--- src/pkg/ops_pkg.sv ---
/*
 * constants, state and carrier types of the overpower protection sequencer.
 * assumes a 20 mhz core clock and comparator levels from the analog front end.
 */
// Notes on behaviour
// - start overpower timer above 400 mV level
// - trip only after uninterrupted timeout; latched 160 ms
// - trip stops switching; restart or latch off
// - non-latched timeout 27.5 ms, output above half
// - non-latched timeout 14.5 ms when output low
// - level drop clears the timer at once
// - timeout from divided clock, unsynchronised start
// - restart runs three supply cycles before switching
// - at startup threshold discharge again meanwhile
// - restart discharge uses the 2.5 mA sink
// - first restart discharge keeps sink off
// - current sense above 575 mV ends cycle
// - keep switching until trip or undervoltage
// - peak power raises frequency 65 to 130 kHz
// - short protection lowers switching frequency
// - non-latched variant repeats trip and restart
// - short protection only below half trip level
// - short conditions after blanking delay stroke fourfold
package ops_pkg;

    // ----------------------------------------------------------------
    // clock and time figures
    // ----------------------------------------------------------------
    localparam int CLK_KHZ    = 20000;          // core_clk rate
    localparam int CLK_NS     = 50;             // core_clk period
    localparam int TICK_US    = 500;            // divided timer tick
    localparam int TICK_CYC   = TICK_US * CLK_KHZ / 1000;
    localparam int TO_NL_US   = 27500;          // non-latched timeout
    localparam int TO_SH_US   = 14500;          // short-circuit timeout
    localparam int TO_LT_US   = 160000;         // latched timeout
    localparam int BLANK_NS   = 1000;           // short check point
    localparam int F_NOM_KHZ  = 65;
    localparam int F_PK_KHZ   = 130;
    localparam int RST_CYCLES = 3;              // slow restart supply cycles

    // ----------------------------------------------------------------
    // derived counts
    // ----------------------------------------------------------------
    localparam logic [9:0]  TO_NL   = 10'(TO_NL_US / TICK_US);
    localparam logic [9:0]  TO_SH   = 10'(TO_SH_US / TICK_US);
    localparam logic [9:0]  TO_LT   = 10'(TO_LT_US / TICK_US);
    localparam logic [10:0] BLANK   = 11'((BLANK_NS + CLK_NS - 1) / CLK_NS);
    localparam logic [10:0] PER_NOM = 11'(CLK_KHZ / F_NOM_KHZ);
    localparam logic [10:0] PER_PK  = 11'(CLK_KHZ / F_PK_KHZ);
    localparam logic [10:0] PER_STP = 11'h010;  // period step per stroke
    localparam logic [1:0]  RST_LST = 2'(RST_CYCLES - 1);
    localparam int          SHORT_X = 2;        // fourfold delay as shift

    // ----------------------------------------------------------------
    // types
    // ----------------------------------------------------------------
    typedef enum logic [2:0] {ST_OFF, ST_RUN, ST_LATCH, ST_DCH, ST_CHG} ops_st_e;

    // comparator levels from the analog front end
    typedef struct packed {
        logic opp_above;       // control level above 400 mV
        logic overcurrent_limit; // current sense above 575 mV
        logic peak_hit;        // current sense above control level
        logic half_low;        // output below half ovp trip level
        logic uvlo;            // supply below undervoltage_threshold
        logic startup;         // supply at startup threshold
        logic latch_sel;       // latched variant strap
    } ops_cmp_s;

    // controls to the power stage and supply
    typedef struct packed {
        logic gate;            // power switch on
        logic sink;            // restart_discharge_current sink on
        logic latched;         // latched-off state
        logic trip;            // overpower trip pulse
        logic short_on;        // output_short_protection delaying strokes
    } ops_out_s;

    localparam ops_out_s OUT_RST = '0;

endpackage

--- src/verilog/ops_sync.sv ---
/*
 * three-stage synchroniser for asynchronous comparator levels.
 * a change passes once the second and third stages agree.
 */
`timescale 1ns/100ps
module ops_sync #(
    parameter int W = 1
) (
    input  wire logic         core_clk,
    input  wire logic         rst_n,
    input  wire logic [W-1:0] d,
    output logic      [W-1:0] q
);

    logic [W-1:0] s1_r;
    logic [W-1:0] s2_r;
    logic [W-1:0] s3_r;
    logic [W-1:0] q_r;
    logic [W-1:0] q_nxt;

    // ----------------------------------------------------------------
    // per-bit agreement filter
    // ----------------------------------------------------------------
    genvar i;
    generate
        for (i = 0; i < W; i++) begin : g_bit
            always_comb begin
                q_nxt[i] = (s2_r[i] == s3_r[i]) ? s3_r[i] : q_r[i];
            end
        end
    endgenerate

    // stage registers
    always_ff @(posedge core_clk) begin
        if (!rst_n) begin
            s1_r <= '0;
            s2_r <= '0;
            s3_r <= '0;
            q_r  <= '0;
        end else begin
            s1_r <= d;
            s2_r <= s1_r;
            s3_r <= s2_r;
            q_r  <= q_nxt;
        end
    end

    assign q = q_r;

endmodule

--- src/verilog/ops_top.sv ---
/*
 * overpower protection sequencer: overpower timer, latch or slow restart,
 * cycle-by-cycle current limit, peak power and short-circuit stroke timing.
 * assumes comparator levels arrive asynchronously and the supply capacitor
 * is charged by an external start-up circuit.
 */
`timescale 1ns/100ps
module ops_top #(
    parameter int TICK_CYC = ops_pkg::TICK_CYC
) (
    input  wire logic             core_clk,
    input  wire logic             rst_n,
    input  wire ops_pkg::ops_cmp_s cmp_raw,
    output ops_pkg::ops_out_s     ctl
);

    // ----------------------------------------------------------------
    // declarations
    // ----------------------------------------------------------------
    ops_pkg::ops_cmp_s c;
    ops_pkg::ops_st_e  st_r;
    ops_pkg::ops_st_e  st_nxt;
    ops_pkg::ops_out_s out_r;
    ops_pkg::ops_out_s out_nxt;
    logic [1:0]        rcnt_r;
    logic [1:0]        rcnt_nxt;
    logic [13:0]       tdiv_r;
    logic [13:0]       tdiv_nxt;
    logic [9:0]        otmr_r;
    logic [9:0]        otmr_nxt;
    logic [10:0]       ocnt_r;
    logic [10:0]       ocnt_nxt;
    logic [10:0]       per_r;
    logic [10:0]       per_nxt;
    logic [10:0]       pk_r;
    logic [10:0]       pk_nxt;
    logic [9:0]        tov;
    logic [10:0]       maxon;
    logic              tick;
    logic              run;
    logic              expire;
    logic              wrap;
    logic              at_blank;
    logic              short_hit;

    // ----------------------------------------------------------------
    // comparator synchronisers
    // ----------------------------------------------------------------
    ops_sync #(
        .W ($bits(ops_pkg::ops_cmp_s))
    ) u_sync (
        .core_clk (core_clk),
        .rst_n    (rst_n),
        .d        (cmp_raw),
        .q        (c)
    );

    assign run = (st_r == ops_pkg::ST_RUN);

    // ----------------------------------------------------------------
    // overpower timer
    // ----------------------------------------------------------------
    // timeout selection per variant and output level
    always_comb begin
        if (c.latch_sel) begin
            tov = ops_pkg::TO_LT;
        end else if (c.half_low) begin
            tov = ops_pkg::TO_SH;
        end else begin
            tov = ops_pkg::TO_NL;
        end
    end

    // free-running divider; the timer start is not aligned to it
    always_comb begin
        tick     = (tdiv_r == 14'(TICK_CYC - 1));
        tdiv_nxt = tick ? 14'h0000 : tdiv_r + 14'h0001;
        expire   = run && c.opp_above && (otmr_r >= tov);
        if (!run || !c.opp_above) begin
            otmr_nxt = 10'h000;
        end else if (tick && !expire) begin
            otmr_nxt = otmr_r + 10'h001;
        end else begin
            otmr_nxt = otmr_r;
        end
    end

    // timer registers
    always_ff @(posedge core_clk) begin
        if (!rst_n) begin
            tdiv_r <= 14'h0000;
            otmr_r <= 10'h000;
        end else begin
            tdiv_r <= tdiv_nxt;
            otmr_r <= otmr_nxt;
        end
    end

    // ----------------------------------------------------------------
    // stroke oscillator
    // ----------------------------------------------------------------
    // period ramp for peak power, fourfold delay for a shorted output
    always_comb begin
        wrap      = (ocnt_r >= per_r - 11'h001);
        at_blank  = (ocnt_r == ops_pkg::BLANK);
        maxon     = pk_r - (pk_r >> 2);
        short_hit = at_blank && c.half_low && c.opp_above && c.peak_hit;
        ocnt_nxt  = wrap ? 11'h000 : ocnt_r + 11'h001;
        pk_nxt    = pk_r;
        per_nxt   = per_r;
        if (!run) begin
            ocnt_nxt = 11'h000;
            pk_nxt   = ops_pkg::PER_NOM;
            per_nxt  = ops_pkg::PER_NOM;
        end else if (wrap) begin
            if (!c.opp_above) begin
                pk_nxt = ops_pkg::PER_NOM;
            end else if (pk_r >= ops_pkg::PER_PK + ops_pkg::PER_STP) begin
                pk_nxt = pk_r - ops_pkg::PER_STP;
            end else begin
                pk_nxt = ops_pkg::PER_PK;
            end
            per_nxt = pk_nxt;
        end else if (short_hit) begin
            per_nxt = pk_r << ops_pkg::SHORT_X;
        end
    end

    // ----------------------------------------------------------------
    // protection state machine
    // ----------------------------------------------------------------
    // latch, slow restart and stroke gating
    always_comb begin
        st_nxt           = st_r;
        rcnt_nxt         = rcnt_r;
        out_nxt          = out_r;
        out_nxt.trip     = 1'b0;
        out_nxt.latched  = 1'b0;
        out_nxt.gate     = 1'b0;
        case (st_r)
            ops_pkg::ST_OFF: begin
                out_nxt.sink = 1'b0;
                if (c.startup && !c.uvlo) begin
                    st_nxt = ops_pkg::ST_RUN;
                end
            end
            ops_pkg::ST_RUN: begin
                out_nxt.sink = 1'b0;
                if (expire) begin
                    out_nxt.trip = 1'b1;
                    rcnt_nxt     = 2'h0;
                    if (c.latch_sel) begin
                        st_nxt          = ops_pkg::ST_LATCH;
                        out_nxt.latched = 1'b1;
                    end else begin
                        st_nxt = ops_pkg::ST_DCH;
                    end
                end else if (c.uvlo) begin
                    st_nxt = ops_pkg::ST_OFF;
                end else if (wrap) begin
                    out_nxt.gate = 1'b1;
                end else if (c.overcurrent_limit) begin
                    out_nxt.gate = 1'b0;
                end else if (ocnt_r >= ops_pkg::BLANK && c.peak_hit) begin
                    out_nxt.gate = 1'b0;
                end else if (ocnt_r >= maxon) begin
                    out_nxt.gate = 1'b0;
                end else begin
                    out_nxt.gate = out_r.gate;
                end
            end
            ops_pkg::ST_LATCH: begin
                out_nxt.latched = 1'b1;
                if (c.uvlo) begin
                    st_nxt          = ops_pkg::ST_OFF;
                    out_nxt.latched = 1'b0;
                end
            end
            ops_pkg::ST_DCH: begin
                out_nxt.sink = (rcnt_r != 2'h0);
                if (c.uvlo) begin
                    st_nxt       = ops_pkg::ST_CHG;
                    out_nxt.sink = 1'b0;
                end
            end
            ops_pkg::ST_CHG: begin
                out_nxt.sink = 1'b0;
                if (c.startup && !c.uvlo) begin
                    if (rcnt_r == ops_pkg::RST_LST) begin
                        st_nxt   = ops_pkg::ST_RUN;
                        rcnt_nxt = 2'h0;
                    end else begin
                        st_nxt       = ops_pkg::ST_DCH;
                        rcnt_nxt     = rcnt_r + 2'h1;
                        out_nxt.sink = 1'b1;
                    end
                end
            end
            default: begin
                st_nxt  = ops_pkg::ST_OFF;
                out_nxt = ops_pkg::OUT_RST;
            end
        endcase
        if (!run) begin
            out_nxt.short_on = 1'b0;
        end else if (wrap) begin
            out_nxt.short_on = 1'b0;
        end else if (short_hit) begin
            out_nxt.short_on = 1'b1;
        end
    end

    // state registers
    always_ff @(posedge core_clk) begin
        if (!rst_n) begin
            st_r   <= ops_pkg::ST_OFF;
            rcnt_r <= 2'h0;
            out_r  <= ops_pkg::OUT_RST;
        end else begin
            st_r   <= st_nxt;
            rcnt_r <= rcnt_nxt;
            out_r  <= out_nxt;
        end
    end

    // oscillator registers
    always_ff @(posedge core_clk) begin
        if (!rst_n) begin
            ocnt_r <= 11'h000;
            per_r  <= ops_pkg::PER_NOM;
            pk_r   <= ops_pkg::PER_NOM;
        end else begin
            ocnt_r <= ocnt_nxt;
            per_r  <= per_nxt;
            pk_r   <= pk_nxt;
        end
    end

    assign ctl = out_r;
endmodule

--- config.mk ---
export PLATFORM = sky130hd
export DESIGN_NAME = ops_top
export DESIGN_NICKNAME = d
export VERILOG_FILES = /design/src/pkg/ops_pkg.sv /design/src/verilog/ops_sync.sv /design/src/verilog/ops_top.sv
export SDC_FILE = /design/constraint.sdc
export NUM_CORES = 1
export LEC_CHECK = 0
export BUFFER_PORTS_ARGS = -buffer_cell sky130_fd_sc_hd__buf_4
export CAP_MARGIN = 20
export CORE_ASPECT_RATIO = 0.5
export CORE_MARGIN = 2
export CORE_UTILIZATION = 67
export DETAILED_ROUTE_END_ITERATION = 10
export PLACE_DENSITY_LB_ADDON = 0.3
export SLEW_MARGIN = 20
export SYNTH_ARGS = -nofsm -noshare
export SYNTH_HDL_FRONTEND = slang
export SYNTH_SLANG_ARGS = --single-unit
--- constraint.sdc ---
create_clock -name core_clk -period 5.5 [get_ports core_clk]
set_input_delay 0.55 -clock core_clk [delete_from_list [all_inputs] [get_ports core_clk]]
set_output_delay 0.55 -clock core_clk [all_outputs]
set_load 0.005 [all_outputs]
==> impl_results.md <==
* Main synth FF type: dfxtp_1
* Worst-Skew Late Latency at 0.35 ns
* Area fraction of the dominant cell type after synthesis at 36.9%
* Worst path top cell family by delay: simple AND/OR/NAND/NOR gates
* Hold Path Class: in2reg
* Synth async-reset ratio at 0%
* R2r setup slk at 2.17 ns
* Worst Path Arrival at 3.61 ns
* Hold bufs inserted after CTS at 0
* Global Route Usage Sum at 29.2%
* Total power at 0.00135 W
* Area grow syn2layout at 8.86%
* Worst-margin pin slew at 1.04 ns
* Fillers at 565
* Kind of critical path: reg2reg
* Largest net degree at the start of global routing at 47
* Die outline height at 66.0 µm
* CP Cell Sequence: nor4_1, nand2_1, nor3_1, xnor2_1, ha_1, o21ai_0, a22oi_1, o21ai_0, nor2_1, nand2_1, o22ai_1
* TritonCTS clock tree: done
* Max_cap viols at 0
* Synth Net Count at 667
* Starting Density at 69.6%
* Run status: finished, final reports clean
* Worst vdd ir at 0.200 mV
* Setup WS post-layout at 2.17 ns
* Hold wc startpoint: cmp_raw[4]
* Crit path max-delay cell type: nor2_1
* Sw Ratio at 23.6%
* Clock-pin slew on the worst setup and hold paths at 0.08 ns
* Port-buffer cells at 13
* First-pass GRT wire length at 19,300 µm
* Post-synthesis sequential area ratio at 36.9%
* Synth Register Bits at 95
* DR iter-0 viols at 381
* Final hold violations at 0
* Slew HR at 30.1%
* Post-synth EDFFs at 0
* Reg-to-reg startpoint: per_r[2]
* CTS max path bufs at 2
* Crit Reg-Reg Endpoint: per_r[2]
* Worst path required time at 5.78 ns
* PD cells at 240 nW/µm²
* Standard-cell rows at 22
* Fin crit share at 60.6%
* Fin nets at 673
* WP buf/inv at 0
* Synth area leader: dfxtp_1
* Fraction of layout cells with a size suffix above 1 at 6.59%
* TNS Setup at 0 ns
* Setup Buffers After CTS at 0
* Pre-antenna DRT Iters at 5
* Drt wl/cell at 15.9 µm
* Post-CTS Resized at 0
* Clock power frac at 46.7%
* Worst Hold Endpoint: u_sync.s1_r[4]
* Psw at 0.000317 W
* Core Area at 7400 µm²
* Crit path from: per_r[2]
* Syn Area/Cell at 8.44 µm²
* Leakage power at 2.24 nW
* Hold Path Stages at 2
* Die area at 8460 µm²
* DRC Markers at 0
* # diodes at 0
* Mapped cell area at 5160 µm²
* Routed vias/inst at 6.14
* Synth cell types at 64
* Placer Congestion at 0.961
* Sinks on Clock Net at 95
* Combinational Power Share at 1.4%
* YS warnings at 0
* R2R depth at 11
* Synth Instances at 611
* Post-DP HPWL at 8120 µm
* Internal at 0.00103 W
* Minimum clock period at 3.33 ns
* Die width at 128 µm
* Setup WS pre-CTS at 2.25 ns
* Worst Setup Start Kind: flop
* Max Fclk at 300 MHz
* Final WL at 11,400 µm
* I/O pin total at 14
* Top-count cell post-synth: dfxtp_1
* CTS Buf Count at 9
* Synth area leaders: dfxtp_1 37%, ha_1 11%, nor2_1 4.2%
* Reg power frac at 51.9%
* Vias at 4,412
* Total grt overflow at 0
* Count of pins over their slew limit at 0
* Initial antenna violation count at 0
* Final setup vio count at 0
* Crit path largest cell delay at 0.81 ns
* CTS H-tree lvls at 3
* Number of routed nets with antenna violations at 0
* Vias in the first global route at 4,211
* CTS root buf: clkbuf_16
* Post-synth top cells: 95 x dfxtp_1, 58 x nor2_1, 54 x nand2_1, 46 x ha_1, 33 x a21oi_1
* Worst setup EP type: flop
* Worst Path Max Fanout at 14
* RSZ-0062 raised after global routing: no
* Clock skew at 0.00871 ns
per-stage QoR:
step | cells | util (%) | hold WS [ns] | instance area, µm²
floorplan | 611 | - | 0.412 | 5160
global placement | 702 | 71.7 | 0.413 | 5310
detailed placement | 702 | 71.7 | 0.417 | 5310
CTS | 718 | 75.8 | 0.389 | 5610
global route | 718 | 75.8 | 0.392 | 5610
finish | 718 | 75.8 | 0.396 | 5610
metal layers:
metal  share of wire [%]  up-vias  wire length (µm)  GRT usage [%]
met3                 6.4       35               731           5.99
li1                    -     2179                 -              -
met1                  44     2041              5000           36.2
met2                  47      157              5350           49.5
met4                 2.8        0               316           13.7
met5                   0        -                 0              0
flip-flops by register name, indices dropped and copies added (netlist names):
name / count
per_r: 11
st_r: 3
tdiv_r: 14
u_sync.s1_r: 7
pk_r: 11
ctl: 5
u_sync.s2_r: 7
rcnt_r: 2
u_sync.s3_r: 7
ocnt_r: 11
u_sync.q: 7
otmr_r: 10
area by class of cell:
class,count,area (µm²),area share (%)
multi-input combinational,474,3100,55.1
sequential,95,1900,33.9
clock buffer,9,225,4.01
tap,96,120,2.14
timing repair buffer,14,105,1.87
inverter,23,86.3,1.54
clock inverter,7,78.8,1.40
kinds of logic (layout without fill, tap and decap cells):
logic type,Yosys count,in the layout,synth area share (%)
adders and majority gates,47,47,11.6
xor gates and xnor gates,43,43,7.30
DFF,95,95,36.9
AOI/OAI and AO/OA,121,121,14.8
buffers and inverters,42,53,3.08
muxes,6,6,1.19
and+or+nand+nor,257,257,25.2
cell usage in the layout, fill, tap and decap left out, drive strengths merged, types with 24 or more instances in the layout:
cell type  instances
nor2              58
inv               27
dfxtp             95
nor3              24
nand2             54
nand3             29
a21oi             33
ha                46
o21ai             32
and2              25
worst max-delay path by stage:
stage                     endpoint  cells past startpoint
after floorplan           per_r[4]                     13
after global placement    per_r[2]                     11
after detailed placement   pk_r[8]                     11
after CTS                  pk_r[8]                     11
after global routing      per_r[2]                     11
final                     per_r[2]                     11
power groups by stage:
stage	logic, W	clock network, W	registers (W)
after global routing	0.0000211	0.000669	0.000700
after global placement	0.0000176	0	0.000715
after detailed placement	0.0000184	0	0.000716
after floorplan	0.0000127	0	0.000714
after CTS	0.0000185	0.000638	0.000699
final	0.0000183	0.000629	0.000699
Note: power is estimated with default switching activity, not from simulation.
